[src/verilog/reg_codec_params.svh]
// Constants for the registration message codec: offsets, fields, resets, encodings
`ifndef REG_CODEC_PARAMS_SVH
`define REG_CODEC_PARAMS_SVH

// Register byte offsets
`define OFS_CTRL       8'h00
`define OFS_DA_LO      8'h04
`define OFS_DA_HI      8'h08
`define OFS_SA_LO      8'h0C
`define OFS_SA_HI      8'h10
`define OFS_TX_FIELDS  8'h14
`define OFS_TX_SYNC    8'h18
`define OFS_TIMESTAMP  8'h1C
`define OFS_STATUS     8'h20
`define OFS_MASK       8'h24
`define OFS_RX_FIELDS  8'h28
`define OFS_RX_SYNC    8'h2C

// Control bits (write pulses)
`define CTRL_SEND_REG  0
`define CTRL_SEND_ACK  1

// Status and mask bit positions
`define ST_TX_DONE     0
`define ST_RX_REG      1
`define ST_RX_ACK      2
`define ST_RX_DEREG    3
`define ST_TX_REFUSED  4
`define ST_RX_BAD_DA   5
`define ST_WIDTH       6

// Reset values
`define RST_MASK       6'h00
`define RST_SYNC       16'h0000
`define RST_GRANTS     8'h00
`define RST_REG_FLAG   8'h03
`define RST_ACK_FLAG   8'h01

// Frame layout
`define MAC_CTRL_TYPE  16'h8808
`define OPC_REGISTER   16'h0005
`define OPC_REG_ACK    16'h0006
`define FRAME_LEN      6'd60
`define RX_MIN_LEN     6'd25
`define BCAST_LLID     16'h7FFF

// Flag encodings
`define RF_REREG       8'h01
`define RF_DEREG       8'h02
`define RF_ACK         8'h03
`define RF_NACK        8'h04
`define AF_NACK        8'h00
`define AF_ACK         8'h01

// Receiver lock needs, in 16 bit time increments
`define LOCK_PMD_TQ    16'h0010
`define LOCK_PMA_TQ    16'h0008
`define LOCK_PCS_TQ    16'h0008

`endif

[src/verilog/reg_codec_pkg.sv]
// Types shared by the registration message codec
package reg_codec_pkg;

   typedef enum logic [0:0] {
      TX_IDLE,
      TX_SEND
   } tx_state_type;

   typedef enum logic [0:0] {
      KIND_REGISTER,
      KIND_REG_ACK
   } msg_kind_type;

endpackage

[src/verilog/reg_codec.sv]
// Registration message framer and parser with register port and interrupt
//
// Local design decisions: the register offsets and the plain strobed port.
`timescale 1ns/1ps
`include "reg_codec_params.svh"

module reg_codec (
   input  wire logic        ref_clk,
   input  wire logic        sys_rst,
   input  wire logic [7:0]  addr,
   input  wire logic [31:0] wr_data,
   input  wire logic        wr_en,
   input  wire logic        rd_en,
   output logic      [31:0] rd_data,
   output logic             irq,
   output logic             tx_valid,
   input  wire logic        tx_ready,
   output logic      [7:0]  tx_data,
   output logic             tx_last,
   output logic      [15:0] tx_llid,
   input  wire logic        rx_valid,
   input  wire logic [7:0]  rx_data,
   input  wire logic        rx_last,
   output logic      [15:0] assigned_llid,
   output logic             llid_valid,
   output logic             dealloc,
   output logic      [15:0] dealloc_llid
);

   ////////////////////////////////////////////////////////////////////////////
   // State

   localparam logic [15:0] LOCK_TQ = `LOCK_PMD_TQ + `LOCK_PMA_TQ + `LOCK_PCS_TQ;

   typedef struct packed {
      reg_codec_pkg::tx_state_type tx_st;
      reg_codec_pkg::msg_kind_type kind;
      logic [5:0]                  idx;
      logic [7:0]                  tx_data;
      logic                        tx_last;
      logic [15:0]                 tx_llid;
      logic [47:0]                 s_da;
      logic [47:0]                 s_sa;
      logic [15:0]                 s_port;
      logic [7:0]                  s_flag;
      logic [15:0]                 s_sync;
      logic [7:0]                  s_grants;
      logic [31:0]                 s_ts;
      logic [47:0]                 cfg_da;
      logic [47:0]                 cfg_sa;
      logic [15:0]                 cfg_port;
      logic [7:0]                  cfg_rflag;
      logic [7:0]                  cfg_grants;
      logic [15:0]                 cfg_sync;
      logic [7:0]                  cfg_aflag;
      logic [31:0]                 cfg_ts;
      logic [`ST_WIDTH-1:0]        status;
      logic [`ST_WIDTH-1:0]        mask;
      logic [31:0]                 rd_data;
      logic [5:0]                  rx_idx;
      logic                        rx_group;
      logic [15:0]                 rx_type;
      logic [15:0]                 rx_op;
      logic [47:0]                 rx_body;
      logic [15:0]                 rx_port;
      logic [7:0]                  rx_flag;
      logic [15:0]                 rx_sync;
      logic [7:0]                  rx_grants;
      logic                        registered;
      logic [15:0]                 llid;
      logic                        dealloc;
      logic [15:0]                 dealloc_llid;
   } state_type;

   state_type q;
   state_type d;

   ////////////////////////////////////////////////////////////////////////////
   // Elaboration checks

   // Frame must hold every body field of both message kinds
   if (`FRAME_LEN < 6'd26) begin : g_bad_frame_len
      $error("frame length shorter than the message body");
   end

   // Receive minimum must reach the last body byte
   if (`RX_MIN_LEN < 6'd25) begin : g_bad_rx_min
      $error("receive minimum shorter than the message body");
   end

   // Status layout needs one bit per event
   if (`ST_WIDTH != 6) begin : g_bad_status_width
      $error("status width does not match the event list");
   end

   ////////////////////////////////////////////////////////////////////////////
   // Functions

   // Raise sync time to the receiver lock floor
   function automatic logic [15:0] eff_sync(input logic [15:0] v);
      eff_sync = (v < LOCK_TQ) ? LOCK_TQ : v;
   endfunction

   // Byte of an outgoing frame at a given position
   function automatic logic [7:0] frame_byte(input state_type s, input logic [5:0] i);
      logic [7:0] b;
      b = 8'h00;  // Pad region is zero
      case (i)
         6'd0:  b = s.s_da[47:40];
         6'd1:  b = s.s_da[39:32];
         6'd2:  b = s.s_da[31:24];
         6'd3:  b = s.s_da[23:16];
         6'd4:  b = s.s_da[15:8];
         6'd5:  b = s.s_da[7:0];
         6'd6:  b = s.s_sa[47:40];
         6'd7:  b = s.s_sa[39:32];
         6'd8:  b = s.s_sa[31:24];
         6'd9:  b = s.s_sa[23:16];
         6'd10: b = s.s_sa[15:8];
         6'd11: b = s.s_sa[7:0];
         6'd12: b = 8'(`MAC_CTRL_TYPE >> 8);
         6'd13: b = 8'(`MAC_CTRL_TYPE);
         6'd14: b = 8'h00;
         6'd15: b = (s.kind == reg_codec_pkg::KIND_REGISTER) ? 8'(`OPC_REGISTER) : 8'(`OPC_REG_ACK);
         6'd16: b = s.s_ts[31:24];
         6'd17: b = s.s_ts[23:16];
         6'd18: b = s.s_ts[15:8];
         6'd19: b = s.s_ts[7:0];
         default: begin
            if (s.kind == reg_codec_pkg::KIND_REGISTER) begin
               case (i)
                  6'd20:   b = s.s_port[15:8];
                  6'd21:   b = s.s_port[7:0];
                  6'd22:   b = s.s_flag;
                  6'd23:   b = s.s_sync[15:8];
                  6'd24:   b = s.s_sync[7:0];
                  6'd25:   b = s.s_grants;
                  default: b = 8'h00;
               endcase
            end else begin
               case (i)
                  6'd20:   b = s.s_flag;
                  6'd21:   b = s.s_port[15:8];
                  6'd22:   b = s.s_port[7:0];
                  6'd23:   b = s.s_sync[15:8];
                  6'd24:   b = s.s_sync[7:0];
                  default: b = 8'h00;
               endcase
            end
         end
      endcase
      return b;
   endfunction

   ////////////////////////////////////////////////////////////////////////////
   // Next state

   always_comb begin
      logic [`ST_WIDTH-1:0] ev;
      logic                 start_reg;
      logic                 start_ack;
      logic [7:0]           fl;
      logic [15:0]          rport;
      ev        = '0;
      start_reg = 1'b0;
      start_ack = 1'b0;
      fl        = 8'h00;
      rport     = 16'h0000;
      d         = q;
      d.dealloc = 1'b0;

      // Register writes
      if (wr_en) begin
         case (addr)
            `OFS_CTRL: begin
               start_reg = wr_data[`CTRL_SEND_REG];
               start_ack = wr_data[`CTRL_SEND_ACK] & ~wr_data[`CTRL_SEND_REG];
            end
            `OFS_DA_LO:     d.cfg_da[31:0]  = wr_data;
            `OFS_DA_HI:     d.cfg_da[47:32] = wr_data[15:0];
            `OFS_SA_LO:     d.cfg_sa[31:0]  = wr_data;
            `OFS_SA_HI:     d.cfg_sa[47:32] = wr_data[15:0];
            `OFS_TX_FIELDS: begin
               d.cfg_port   = wr_data[15:0];
               d.cfg_rflag  = wr_data[23:16];
               d.cfg_grants = wr_data[31:24];
            end
            `OFS_TX_SYNC: begin
               d.cfg_sync  = wr_data[15:0];
               d.cfg_aflag = wr_data[23:16];
            end
            `OFS_TIMESTAMP: d.cfg_ts = wr_data;
            `OFS_STATUS:    d.status = q.status & ~wr_data[`ST_WIDTH-1:0];
            `OFS_MASK:      d.mask   = wr_data[`ST_WIDTH-1:0];
            default: ;
         endcase
      end

      // Register reads, data one cycle later
      d.rd_data = 32'h0000_0000;
      if (rd_en) begin
         case (addr)
            `OFS_DA_LO:     d.rd_data = q.cfg_da[31:0];
            `OFS_DA_HI:     d.rd_data = {16'h0000, q.cfg_da[47:32]};
            `OFS_SA_LO:     d.rd_data = q.cfg_sa[31:0];
            `OFS_SA_HI:     d.rd_data = {16'h0000, q.cfg_sa[47:32]};
            `OFS_TX_FIELDS: d.rd_data = {q.cfg_grants, q.cfg_rflag, q.cfg_port};
            `OFS_TX_SYNC:   d.rd_data = {8'h00, q.cfg_aflag, eff_sync(q.cfg_sync)};
            `OFS_TIMESTAMP: d.rd_data = q.cfg_ts;
            `OFS_STATUS:    d.rd_data = {26'h0, q.status};
            `OFS_MASK:      d.rd_data = {26'h0, q.mask};
            `OFS_RX_FIELDS: d.rd_data = {q.rx_grants, q.rx_flag, q.rx_port};
            `OFS_RX_SYNC:   d.rd_data = {13'h0, q.registered, q.tx_st == reg_codec_pkg::TX_SEND, 1'b0, q.rx_sync};
            default:        d.rd_data = 32'h0000_0000;
         endcase
      end

      // Framer
      case (q.tx_st)
         reg_codec_pkg::TX_IDLE: begin
            if (start_reg && q.cfg_da[40]) begin
               ev[`ST_TX_REFUSED] = 1'b1;
            end else if (start_reg || start_ack) begin
               d.tx_st    = reg_codec_pkg::TX_SEND;
               d.kind     = start_reg ? reg_codec_pkg::KIND_REGISTER : reg_codec_pkg::KIND_REG_ACK;
               d.s_da     = q.cfg_da;
               d.s_sa     = q.cfg_sa;
               d.s_port   = q.cfg_port;
               d.s_flag   = start_reg ? q.cfg_rflag : q.cfg_aflag;
               d.s_sync   = eff_sync(q.cfg_sync);
               d.s_grants = q.cfg_grants;
               d.s_ts     = q.cfg_ts;
               d.tx_llid  = start_reg ? `BCAST_LLID : q.cfg_port;
               d.idx      = 6'd0;
               d.tx_last  = 1'b0;
               d.tx_data  = q.cfg_da[47:40];
            end
         end
         reg_codec_pkg::TX_SEND: begin
            // Refuse a send while a frame is on the wire
            if (start_reg || start_ack) begin
               ev[`ST_TX_REFUSED] = 1'b1;
            end
            if (tx_ready) begin
               if (q.tx_last) begin
                  d.tx_st          = reg_codec_pkg::TX_IDLE;
                  d.tx_last        = 1'b0;
                  ev[`ST_TX_DONE]  = 1'b1;
               end else begin
                  // Advance on each accepted byte
                  d.idx     = q.idx + 6'd1;
                  d.tx_data = frame_byte(q, q.idx + 6'd1);
                  d.tx_last = (q.idx + 6'd1) == (`FRAME_LEN - 6'd1);
               end
            end
         end
         default: d.tx_st = reg_codec_pkg::TX_IDLE;
      endcase

      // Parser: capture header and body bytes
      if (rx_valid) begin
         if (q.rx_idx != 6'h3F) begin
            d.rx_idx = q.rx_idx + 6'd1;
         end
         case (q.rx_idx)
            6'd0:  d.rx_group = rx_data[0];
            6'd12: d.rx_type[15:8] = rx_data;
            6'd13: d.rx_type[7:0]  = rx_data;
            6'd14: d.rx_op[15:8]   = rx_data;
            6'd15: d.rx_op[7:0]    = rx_data;
            6'd20: d.rx_body[47:40] = rx_data;
            6'd21: d.rx_body[39:32] = rx_data;
            6'd22: d.rx_body[31:24] = rx_data;
            6'd23: d.rx_body[23:16] = rx_data;
            6'd24: d.rx_body[15:8]  = rx_data;
            6'd25: d.rx_body[7:0]   = rx_data;
            default: ;  // Pad and timestamp ignored
         endcase
      end

      // Parser: classify at end of frame
      if (rx_valid && rx_last) begin
         d.rx_idx = 6'd0;
         if (q.rx_type == `MAC_CTRL_TYPE && q.rx_idx >= `RX_MIN_LEN) begin
            if (q.rx_op == `OPC_REGISTER) begin
               fl    = q.rx_body[31:24];
               rport = q.rx_body[47:32];
               if (q.rx_group) begin
                  ev[`ST_RX_BAD_DA] = 1'b1;
               end else if (fl >= `RF_REREG && fl <= `RF_NACK) begin
                  d.rx_port   = rport;
                  d.rx_flag   = fl;
                  d.rx_sync   = q.rx_body[23:8];
                  d.rx_grants = d.rx_body[7:0];
                  ev[`ST_RX_REG] = 1'b1;
                  // Deregister frees the link and pulses the release
                  if (fl == `RF_DEREG) begin
                     d.registered   = 1'b0;
                     d.llid         = 16'h0000;
                     d.dealloc      = 1'b1;
                     d.dealloc_llid = q.llid;
                     ev[`ST_RX_DEREG] = 1'b1;
                  end else if (fl == `RF_ACK) begin
                     d.registered = 1'b1;
                     d.llid       = rport;
                  end else if (fl == `RF_REREG || fl == `RF_NACK) begin
                     d.registered = 1'b0;
                  end
               end
            end else if (q.rx_op == `OPC_REG_ACK) begin
               fl = q.rx_body[47:40];
               if (fl == `AF_NACK || fl == `AF_ACK) begin
                  d.rx_flag   = fl;
                  d.rx_port   = q.rx_body[39:24];
                  d.rx_sync   = q.rx_body[23:8];
                  d.rx_grants = 8'h00;
                  ev[`ST_RX_ACK] = 1'b1;
               end
            end
         end
      end

      // Sticky events: a set wins over a same-cycle clear
      d.status = d.status | ev;
   end

   ////////////////////////////////////////////////////////////////////////////
   // Registers

   always_ff @(posedge ref_clk or posedge sys_rst) begin
      if (sys_rst) begin
         q            <= '0;
         q.tx_st      <= reg_codec_pkg::TX_IDLE;
         q.kind       <= reg_codec_pkg::KIND_REGISTER;
         q.cfg_rflag  <= `RST_REG_FLAG;
         q.cfg_aflag  <= `RST_ACK_FLAG;
         q.cfg_sync   <= `RST_SYNC;
         q.cfg_grants <= `RST_GRANTS;
         q.mask       <= `RST_MASK;
      end else begin
         q <= d;
      end
   end

   ////////////////////////////////////////////////////////////////////////////
   // Outputs

   assign rd_data       = q.rd_data;
   assign irq           = |(q.status & q.mask);
   assign tx_valid      = q.tx_st == reg_codec_pkg::TX_SEND;
   assign tx_data       = q.tx_data;
   assign tx_last       = q.tx_last;
   assign tx_llid       = q.tx_llid;
   assign assigned_llid = q.llid;
   assign llid_valid    = q.registered;
   assign dealloc       = q.dealloc;
   assign dealloc_llid  = q.dealloc_llid;

endmodule // reg_codec

[config.mk]
export PLATFORM = sky130hd
export DESIGN_NAME = reg_codec
export DESIGN_NICKNAME = d
export VERILOG_FILES = /design/src/verilog/reg_codec_pkg.sv /design/src/verilog/reg_codec.sv
export VERILOG_INCLUDE_DIRS = /design/src /design/src/verilog
export SDC_FILE = /design/constraint.sdc
export NUM_CORES = 1
export LEC_CHECK = 0
export BUFFER_PORTS_ARGS = -buffer_cell sky130_fd_sc_hd__buf_2
export CAP_MARGIN = 20
export CELL_PAD_IN_SITES_DETAIL_PLACEMENT = 1
export CELL_PAD_IN_SITES_GLOBAL_PLACEMENT = 1
export CORE_ASPECT_RATIO = 1.2
export CORE_UTILIZATION = 55
export CTS_BUF_LIST = sky130_fd_sc_hd__clkbuf_8
export CTS_CLUSTER_SIZE = 12
export DETAILED_ROUTE_END_ITERATION = 12
export PLACE_DENSITY = 0.86
export RECOVER_POWER = 50
export SLEW_MARGIN = 15
export SYNTH_ARGS = -nofsm -noshare
export SYNTH_HDL_FRONTEND = slang
export SYNTH_SLANG_ARGS = --single-unit
[constraint.sdc]
create_clock -name ref_clk -period 65.4 [get_ports ref_clk]
set_input_delay 13.08 -clock ref_clk [delete_from_list [all_inputs] [get_ports ref_clk]]
set_output_delay 13.08 -clock ref_clk [all_outputs]
set_load 0.05 [all_outputs]
# --- Word level (Yosys, flattened, before mapping) ---
# Cells that the tools add are included.
classes:
  n_addsub: 2
  bitwise_logic: 9
  n_eq_ne: 62
  order_cmp: 4
  n_mux: 76
  n_reduce_logical: 44
ops:
  columns: ["cell", "count"]
  rows:
  - ["$mux W209", 2]
  - ["$pmux W32 S11", 1]
  - ["$mux W82", 2]
  - ["$pmux W8 S20", 1]
  - ["$mux W48", 3]
  - ["$eq A6 B5 Y1 const B", 16]
  - ["$mux W8", 12]
  - ["$mux W87", 1]
  - ["$mux W17", 5]
  - ["$eq A6 B4 Y1 const B", 12]
  - ["$mux W16", 3]
  - ["$pmux W8 S6", 1]
  - ["$pmux W8 S5", 1]
  - ["$reduce_and A2 Y1", 19]
  - ["$eq A16 B3 Y1 const B", 2]
  - ["$eq A8 B5 Y1 const B", 4]
  - ["$eq A8 B6 Y1 const B", 4]
  - ["$mux W32", 1]
  - ["$mux W1", 30]
  - ["$pmux W15 S2", 1]
  - ["$eq A6 B3 Y1 const B", 4]
  - ["$mux W6", 4]
  - ["$reduce_and A6 Y1", 4]
  - ["$eq A16 B16 Y1 const B", 1]
  - ["35 further kinds", 63]
totals:
  in_bits: 55
  elab_cells: 243
  out_inout_bits: 93
  ff_bits: 606

# --- Logic depth before layout (Yosys ltp) ---
# Gate-level depths: netlist of run 1.
depth:
  depth_word: 10
  depth_mapped: 12
  ltp_nobuf: 9

# --- Least setup slack after synthesis of run 1 ---
# Ideal clock, no wire load.
synth_timing:
  path_type: "in2reg"
  startpoint: "in addr[4]"
  endpoint: "reg q, in the netlist tx_data[7]"
  setup_time_ps: 123
  path_stages: 8
  required_ps: 65277
  path_buffers: 1
  slack_ps: 50382
  arrival_time_ps: 14895
  path_cell_list: "or4_1 -> clkbuf_1 -> nor3_2 -> a31oi_1 -> a22o_1 -> nor4_1 -> nand4_1 -> o221a_2"
synth_via:
  elab_chain_cells: 6
  elab_cells_between_ends: 10
  classes_between: "2 x eq/ne; 4 x mux; 4 x reduce/logical"
synth_lines:
  columns: ["item", "line", "source"]
  rows:
  - ["start, declared", "reg_codec.sv:10", "input wire logic [7:0] addr,"]
  - ["$logic_not A8 Y1 (*)", "reg_codec.sv:174", "case (addr)"]
  - ["$mux W1", "reg_codec.sv:174", null]
  - ["$mux W1", "reg_codec.sv:173", "if (wr_en) begin"]
  - ["$logic_or A1 B1 Y1 or $logic_and A1 B1 Y1 (tied branches)", "reg_codec.sv:223, reg_codec.sv:221", null]
  - ["$ne A2 B2 Y1 (no source line)", null, null]
  - ["$reduce_and A4 Y1 (no source line) (*)", null, null]
  - ["end, declared", "reg_codec.sv:75", "state_type q;"]
# Every way passes the cells marked *; elsewhere a longest branch is shown, timed or not.
# A chain may end at the register's enable or synchronous reset.

==> metrics.txt, run 1 <==
# TYPE chip_impl_metric gauge
chip_impl_metric{name="floorplan.die_area",unit="sq mm"} 0.05140
chip_impl_metric{name="layout_cell_share_with_drive_strength_beyond_1",unit=""} 0.2020
chip_impl_metric{name="fmax",unit="MHz"} 50.23
chip_impl_info{name="min-delay-path-class",value="reg -> reg"} 1
chip_impl_metric{name="drt_first_pass_iters",unit=""} 7
chip_impl_metric{name="clk_transition_reported_paths",unit="ns"} 0.06
chip_impl_metric{name="initialDrtViolationCount",unit=""} 2646
chip_impl_metric{name="synth.yosys.warnings",unit=""} 0
chip_impl_metric{name="pin_count_of_the_biggest_net_entering_global_routing",unit=""} 120
chip_impl_info{name="failing_checks",value="max-capacitance violations, max-slew violations"} 1
chip_impl_metric{name="cts-buffers-inserted",unit=""} 95
chip_impl_metric{name="cap_violations",unit=""} 7
chip_impl_metric{name="timing.final.crit_share",unit=""} 0.3044
chip_impl_metric{name="layout_setup_ws",unit="ns"} 45.49
chip_impl_metric{name="synthesis.area_per_instance",unit="sq um"} 10.48
chip_impl_metric{name="finalHoldViolCount",unit=""} 0
chip_impl_metric{name="post_synthesis_net_count",unit=""} 2714
chip_impl_metric{name="min_period",unit="ns"} 19.91
chip_impl_metric{name="power_density",unit="mW/mm^2"} 25.97
chip_impl_info{name="post_synth_main_area_contributors",value="dfrtp_1, mux2_2, nand2_1"} 1
chip_impl_metric{name="ff_latch_area",unit="sq mm"} 0.01517
chip_impl_metric{name="critical-path-max-stage-delay",unit="ns"} 3.04
chip_impl_metric{name="flow.area_growth_from_synthesis",unit="%"} 9.385
chip_impl_metric{name="antenna_found_initial",unit=""} 4
chip_impl_metric{name="numClockSinks",unit=""} 606
chip_impl_metric{name="dieWidth",unit="microns"} 207.1
chip_impl_metric{name="drt_drc_violations_left",unit=""} 0
chip_impl_metric{name="detailroute.via_count",unit=""} 23520
chip_impl_metric{name="die_height",unit="microns"} 248.2
chip_impl_info{name="ys.flop_type",value="dfrtp_1"} 1
chip_impl_metric{name="grt_pass1_wl",unit="microns"} 164700
chip_impl_metric{name="design_area",unit="sq mm"} 0.03038
chip_impl_metric{name="htree_num_levels",unit=""} 3
chip_impl_info{name="synth_top_family_by_area",value="simple AND/OR/NAND/NOR gates"} 1
chip_impl_info{name="crit_slowest_cell",value="clkinvlp_2"} 1
chip_impl_metric{name="routed_wirelength",unit="microns"} 111300
chip_impl_info{name="final_common_cell",value="nand2_1"} 1
chip_impl_metric{name="crit_path_max_fanout",unit=""} 119
chip_impl_metric{name="viasPerCell",unit=""} 6.898
chip_impl_metric{name="adder_and_majority_gate_portion_of_the_synthesized_area",unit=""} 0.004506
chip_impl_metric{name="synth_edf_count",unit=""} 0
chip_impl_metric{name="place.gp.congestion",unit=""} 0.9751
chip_impl_metric{name="synth_seq_cells",unit=""} 606
chip_impl_metric{name="final.setup.tns",unit="ns"} 0
chip_impl_metric{name="worst_skew_pair.late_latency",unit="ns"} 0.73
chip_impl_metric{name="p_leak",unit="uW"} 0.01464
chip_impl_metric{name="postCtsResizedCells",unit=""} 0
chip_impl_info{name="category_of_the_worst_setup_path_launch_point",value="primary input"} 1
chip_impl_metric{name="utilization",unit=""} 0.6130
chip_impl_metric{name="fin_nets",unit=""} 2754
chip_impl_metric{name="grt_pass1_vias",unit=""} 24970
chip_impl_metric{name="initial_utilization",unit=""} 0.5604
chip_impl_metric{name="place_hpwl",unit="microns"} 71680
chip_impl_info{name="worstPathCellList",value="buf_2, clkinvlp_2, clkbuf_1, clkbuf_1, buf_4"} 1
chip_impl_info{name="worstReg2RegEnd",value="q[81]"} 1
chip_impl_metric{name="hold_path_depth",unit=""} 2
chip_impl_metric{name="hold_ws",unit="ns"} 0.4782
chip_impl_metric{name="ctsLongestPathBuffers",unit=""} 3
chip_impl_metric{name="grt_overflow_total",unit=""} 0
chip_impl_info{name="critical-path-top-cell-by-count",value="clkbuf_1"} 1
chip_impl_metric{name="clock-skew-final",unit="ns"} 0.05388
chip_impl_metric{name="holdBufCountCts",unit=""} 0
chip_impl_metric{name="synthSimpleGateAreaFrac",unit=""} 0.1442
chip_impl_metric{name="dpl-instance-area",unit="sq mm"} 0.02837
chip_impl_metric{name="synth_compound_area_frac",unit=""} 0.1311
chip_impl_metric{name="cts_post_setup_buffers_inserted",unit=""} 0
chip_impl_metric{name="placementRows",unit=""} 89
chip_impl_metric{name="placeableCoreArea",unit="sq mm"} 0.04955
chip_impl_metric{name="number_of_max_slew_violations_in_the_final_report",unit=""} 476
chip_impl_metric{name="worst_slew_pin_slew",unit="ns"} 5.556
chip_impl_info{name="hold_path.startpoint",value="q[538]"} 1
chip_impl_metric{name="routed_wire_length_per_instance",unit="microns"} 32.64
chip_impl_metric{name="worst-endpoint-arrival",unit="ns"} 20.64
chip_impl_metric{name="post_synth_num_cell_types",unit=""} 90
chip_impl_metric{name="setup_violation_total_in_the_final_timing_report",unit=""} 0
chip_impl_info{name="setup.worst_path.class",value="in -> async"} 1
chip_impl_info{name="status",value="finished, violations left"} 1
chip_impl_info{name="worst_min_delay_path_endpoint",value="q[538]"} 1
chip_impl_metric{name="grt.total_usage",unit=""} 0.4380
chip_impl_metric{name="dpl_worst_slack",unit="ns"} 48.24
chip_impl_metric{name="post_synth_xor_area_fraction",unit=""} 0.001262
chip_impl_metric{name="ant_nets",unit=""} 0
chip_impl_metric{name="area_of_the_multi_input_gates",unit="sq mm"} 0.01123
chip_impl_metric{name="reg2reg_setup_slack",unit="ns"} 59.18
chip_impl_info{name="tritoncts_clock_tree",value="done"} 1
chip_impl_metric{name="reg2reg_depth",unit=""} 8
chip_impl_metric{name="synth_sequential_area_ratio",unit=""} 0.5462
chip_impl_metric{name="timing.critical_path.required",unit="ns"} 66.13
chip_impl_metric{name="yosys.area.top_type_share",unit=""} 0.5434
chip_impl_info{name="critical_path.endpoint_type",value="async pin"} 1
chip_impl_metric{name="peak_supply_drop",unit="uV"} 20.67
chip_impl_info{name="rsz0062_at_grt",value="false"} 1
chip_impl_metric{name="synth-async-reset-ratio",unit=""} 1.000
chip_impl_info{name="timing.rr.start",value="q[132]"} 1
chip_impl_info{name="ctsRootBufferMaster",value="clkbuf_8"} 1
chip_impl_metric{name="synth.mux.area_fraction",unit=""} 0.1211
chip_impl_metric{name="fillCellCount",unit=""} 5311
chip_impl_info{name="yosys.area.top_type",value="dfrtp_1"} 1
chip_impl_metric{name="syn-instance-count",unit=""} 2649
chip_impl_metric{name="placement.io_buffers",unit=""} 147
chip_impl_metric{name="ioPinCount",unit=""} 148
chip_impl_metric{name="mappedNetlistArea",unit="sq mm"} 0.02777
chip_impl_metric{name="slew_headroom",unit=""} -2.724
chip_impl_info{name="final_cell_mix",value="nand2_1, dfrtp_1, mux2_2"} 1
==> cell families after synthesis <==
| kind of cell | after synthesis |
|---|---|
| mux | 301 |
| compound gates | 514 |
| simple gates | 937 |
| buf+inv | 277 |
| xor+xnor | 4 |
| flops | 606 |
| fa+ha+maj | 10 |
==> final cells by class <==
class / count / share of cell area
Multi-Input combinational cell: 1766 / 0.3697
Timing Repair Buffer: 190 / 0.03089
Inverter: 30 / 0.003748
Clock inverter: 51 / 0.01306
Clock buffer: 125 / 0.05664
Sequential cell: 606 / 0.4993
Antenna cell: 5 / 0.0004119
Tap cell: 637 / 0.02624
==> power by group <==
part           switching (uW)  internal [uW]  leakage (uW)
registers                10.9            383       0.00839
logic                    26.0           9.72       0.00507
clock network             166            193       0.00118
==> per-layer routing <==
metal / up-vias / share of wire / GRT usage
li1: 9414 / - / -
met2: 1495 / 0.47 / 0.6982
met1: 12130 / 0.36 / 0.5321
met3: 477 / 0.090 / 0.08409
met4: 2 / 0.081 / 0.3404
met5: - / 0.00012 / 0
==> registers in the layout, summed over array words and instances, names as in the netlist <==
register,flops
tx_data,8
rd_data,32
tx_valid,1
q,514
dealloc,1
tx_last,1
llid_valid,1
dealloc_llid,16
tx_llid,16
assigned_llid,16
==> through the flow <==
stage	total power, uW	std cells
detailed placement	434.6	3227
finish	788.8	3410
global placement	431.9	3227
global route	807.2	3406
CTS	788.8	3403
floorplan	417.8	2649
==> worst max-delay path by stage <==
stage	cells after the start	to	slack (ns)	startpoint
finish	5	q[464]	45.49	sys_rst
global placement	7	q[458]	48.53	addr[4]
detailed placement	8	q[456]	48.24	addr[4]
global route	5	tx_data[0]	44.22	sys_rst
CTS	8	q[456]	48.97	addr[4]
floorplan	1	assigned_llid[0]	35.36	sys_rst
==> synth_stat cells (5+ instances only) <==
cell type	instances
a221oi_1	37
a222oi_1	33
nor4b_1	6
buf_4	93
nand4_1	7
a22oi_1	107
dfrtp_1	603
a21o_1	9
ha_1	10
buf_1	12
o21ai_1	5
a22o_1	36
nor4_1	12
a21oi_1	77
nor3_1	17
nor2_1	100
inv_1	30
nand3b_1	9
clkbuf_1	106
buf_2	35
nor2b_1	6
and2_1	15
and3_1	8
o211ai_1	5
nand4b_1	6
mux2i_1	22
nand2_1	655
nand3_1	54
nand2b_1	6
or3_1	5
a31oi_1	34
o21ai_0	105
mux2_2	279
o22ai_1	9
==> worst max-delay path: cells and delay by family <==
family                 cells  cell delay (ns)
buffers and inverters      5             7.43
Note: power is estimated with default switching activity, not from simulation.
==> run 2: changes to the inputs <==
- ABC_AREA: default -> 1
- CORE_UTILIZATION: 55 -> 43
- PLACE_DENSITY: 0.86 -> 0.76
- clock period: 65.4 -> 16.9 ns (I/O delays scaled with it)
==> metrics.txt, run 2 <==
# TYPE chip_impl_metric gauge
chip_impl_metric{name="fin_nets",unit=""} 3422
chip_impl_metric{name="clk_transition_reported_paths",unit="ns"} 0.06
chip_impl_metric{name="synth_edf_count",unit=""} 0
chip_impl_metric{name="place.gp.congestion",unit=""} 0.9523
chip_impl_metric{name="placementRows",unit=""} 101
chip_impl_metric{name="p_leak",unit="uW"} 0.01474
chip_impl_metric{name="place_hpwl",unit="microns"} 76450
chip_impl_info{name="rsz0062_at_grt",value="false"} 1
chip_impl_metric{name="numClockSinks",unit=""} 606
chip_impl_metric{name="holdBufCountCts",unit=""} 0
chip_impl_metric{name="reg2reg_setup_slack",unit="ns"} 12.59
chip_impl_metric{name="mappedNetlistArea",unit="sq mm"} 0.02738
chip_impl_metric{name="finalHoldViolCount",unit=""} 0
chip_impl_metric{name="fmax",unit="MHz"} 96.15
chip_impl_metric{name="cts-buffers-inserted",unit=""} 101
chip_impl_metric{name="timing.critical_path.required",unit="ns"} 16.96
chip_impl_metric{name="initial_utilization",unit=""} 0.4343
chip_impl_metric{name="die_height",unit="microns"} 278.4
chip_impl_metric{name="clock-skew-final",unit="ns"} 0.05338
chip_impl_metric{name="grt.total_usage",unit=""} 0.3335
chip_impl_metric{name="pin_count_of_the_biggest_net_entering_global_routing",unit=""} 173
chip_impl_metric{name="dpl-instance-area",unit="sq mm"} 0.02817
chip_impl_info{name="setup.worst_path.class",value="in -> async"} 1
chip_impl_info{name="reg_with_most_ffs",value="q"} 1
chip_impl_metric{name="dieWidth",unit="microns"} 232.4
chip_impl_info{name="synth_cell_count_leaders",value="nand2_1, dfrtp_1, o21ai_0, inv_1, nor2_1"} 1
chip_impl_info{name="ctsRootBufferMaster",value="clkbuf_8"} 1
chip_impl_info{name="status",value="finished, violations left"} 1
chip_impl_metric{name="stdcell_count",unit=""} 4262
chip_impl_metric{name="post_synth_num_cell_types",unit=""} 48
chip_impl_metric{name="layout_cell_share_with_drive_strength_beyond_1",unit=""} 0.1001
chip_impl_info{name="failing_checks",value="max-capacitance violations, max-slew violations"} 1
chip_impl_metric{name="ant_nets",unit=""} 0
chip_impl_metric{name="number_of_max_slew_violations_in_the_final_report",unit=""} 554
chip_impl_metric{name="post_synthesis_net_count",unit=""} 3369
chip_impl_metric{name="detailroute.via_count",unit=""} 23920
chip_impl_info{name="ys.flop_type",value="dfrtp_1"} 1
chip_impl_metric{name="worst_skew_pair.late_latency",unit="ns"} 0.73
chip_impl_metric{name="power_density",unit="mW/mm^2"} 106.4
chip_impl_metric{name="post-place-cells",unit=""} 4075
chip_impl_metric{name="htree_num_levels",unit=""} 3
chip_impl_metric{name="yosys.area.top_type_share",unit=""} 0.5510
chip_impl_info{name="final_common_cell",value="nand2_1"} 1
chip_impl_metric{name="routed_wirelength",unit="microns"} 106200
chip_impl_metric{name="ioPinCount",unit=""} 148
chip_impl_metric{name="postCtsResizedCells",unit=""} 0
chip_impl_metric{name="grt_overflow_total",unit=""} 0
chip_impl_metric{name="ctsLongestPathBuffers",unit=""} 3
chip_impl_metric{name="design_area",unit="sq mm"} 0.03022
chip_impl_info{name="synthMostInstantiatedCell",value="nand2_1"} 1
chip_impl_metric{name="synth.yosys.warnings",unit=""} 0
chip_impl_metric{name="hold_ws",unit="ns"} 0.4758
chip_impl_info{name="category_of_the_worst_setup_path_launch_point",value="primary input"} 1
chip_impl_metric{name="grt_pass1_vias",unit=""} 24920
chip_impl_info{name="yosys.area.top_type",value="dfrtp_1"} 1
chip_impl_info{name="critical_path.endpoint_type",value="async pin"} 1
chip_impl_metric{name="peak_supply_drop",unit="uV"} 61.72
chip_impl_metric{name="flow.area_growth_from_synthesis",unit="%"} 10.35
chip_impl_metric{name="cts_post_setup_buffers_inserted",unit=""} 0
chip_impl_info{name="min-delay-path-class",value="reg -> reg"} 1
chip_impl_metric{name="routed_wire_length_per_instance",unit="microns"} 24.92
chip_impl_metric{name="viasPerCell",unit=""} 5.613
chip_impl_info{name="post_synth_main_area_contributors",value="dfrtp_1, nand2_1, o21ai_0"} 1
chip_impl_metric{name="timing.final.crit_share",unit=""} 0.6154
chip_impl_metric{name="worst_slew_pin_slew",unit="ns"} 4.465
chip_impl_metric{name="floorplan.die_area",unit="sq mm"} 0.06470
chip_impl_metric{name="placement.io_buffers",unit=""} 147
chip_impl_metric{name="min_period",unit="ns"} 10.40
chip_impl_metric{name="crit_path_max_fanout",unit=""} 59
chip_impl_metric{name="setup_violation_total_in_the_final_timing_report",unit=""} 0
chip_impl_metric{name="synthesis.area_per_instance",unit="sq um"} 8.288
chip_impl_metric{name="synth_sequential_area_ratio",unit=""} 0.5539
chip_impl_metric{name="drt_first_pass_iters",unit=""} 5
chip_impl_metric{name="synth-async-reset-ratio",unit=""} 1.000
chip_impl_metric{name="layout_setup_ws",unit="ns"} 6.499
chip_impl_metric{name="syn-instance-count",unit=""} 3304
chip_impl_metric{name="synth_seq_cells",unit=""} 606
chip_impl_metric{name="drt_drc_violations_left",unit=""} 0
chip_impl_info{name="tritoncts_clock_tree",value="done"} 1
chip_impl_metric{name="slew_headroom",unit=""} -1.977
chip_impl_metric{name="cap_violations",unit=""} 12
chip_impl_metric{name="final.setup.tns",unit="ns"} 0
chip_impl_metric{name="initialDrtViolationCount",unit=""} 2045
chip_impl_metric{name="antenna_found_initial",unit=""} 2
chip_impl_metric{name="flip_flop_count_of_the_largest_register_after_layout",unit=""} 514
chip_impl_metric{name="grt_pass1_wl",unit="microns"} 159500
chip_impl_metric{name="dpl_worst_slack",unit="ns"} 9.532
chip_impl_metric{name="placeableCoreArea",unit="sq mm"} 0.06306
chip_impl_info{name="final_cell_mix",value="nand2_1, dfrtp_1, o21ai_0"} 1
chip_impl_metric{name="worst-endpoint-arrival",unit="ns"} 10.46
## run 2: logic make-up after synthesis
logic type | count (synthesis) | synth area share
simple gates | 1468 | 0.2158
compound gates | 681 | 0.1366
flops | 606 | 0.5539
buf+inv | 538 | 0.08878
fa+ha+maj | 10 | 0.004569
xor+xnor | 1 | 0.0003199
## run 2: area by class of cell
| class | instances | area [sq um] |
|---|---|---|
| antenna | 1 | 2.502 |
| clock buffer | 127 | 1748 |
| clock inverter | 56 | 360.3 |
| fill | 7638 | 32840 |
| inverter | 305 | 1151 |
| multi-input combinational | 2160 | 9821 |
| sequential | 606 | 15170 |
| tap | 824 | 1031 |
| timing repair buffer | 183 | 937.1 |
## run 2: metrics by stage
step,total power (uW),util
after floorplan,1754,-
after global placement,1861,0.4467
after detailed placement,1869,0.4468
after CTS,3230,0.4802
after global routing,3326,0.4792
final,3214,0.4792
## run 2: critical path, stage by stage
cell and delay [ns]:
buf_2 0.10, clkinvlp_2 0.25, clkbuf_1 1.62, clkbuf_1 1.55, clkbuf_1 1.04, clkbuf_1 2.44
## run 2: worst paths after layout
kind / startpoint / end / depth (start not counted)
max: sys_rst / tx_llid[0] / 6
min: q[432] / q[432] / 2
max reg2reg: q[143] / q[39] / 12
min reg2reg: q[432] / q[432] / 2
max in group ref_clk: addr[3] / q[271] / 8
min in group asynchronous: sys_rst / q[380] / 2
## run 2: report_power, final
group	internal, uW	total (uW)	leakage [uW]	switching [uW]
sequential	1500	1540	0.00817	42.1
combinational	63.1	307	0.00536	244
clock	738	1370	0.00122	631
total	2300	3210	0.0147	917
## run 2: layer usage
layer	wire length [microns]	track usage	vias up
met1	41480	0.4116	12090
met3	6312	0.05246	237
li1	-	-	10720
met5	12	0	-
met2	53110	0.5673	875
met4	5309	0.1586	2
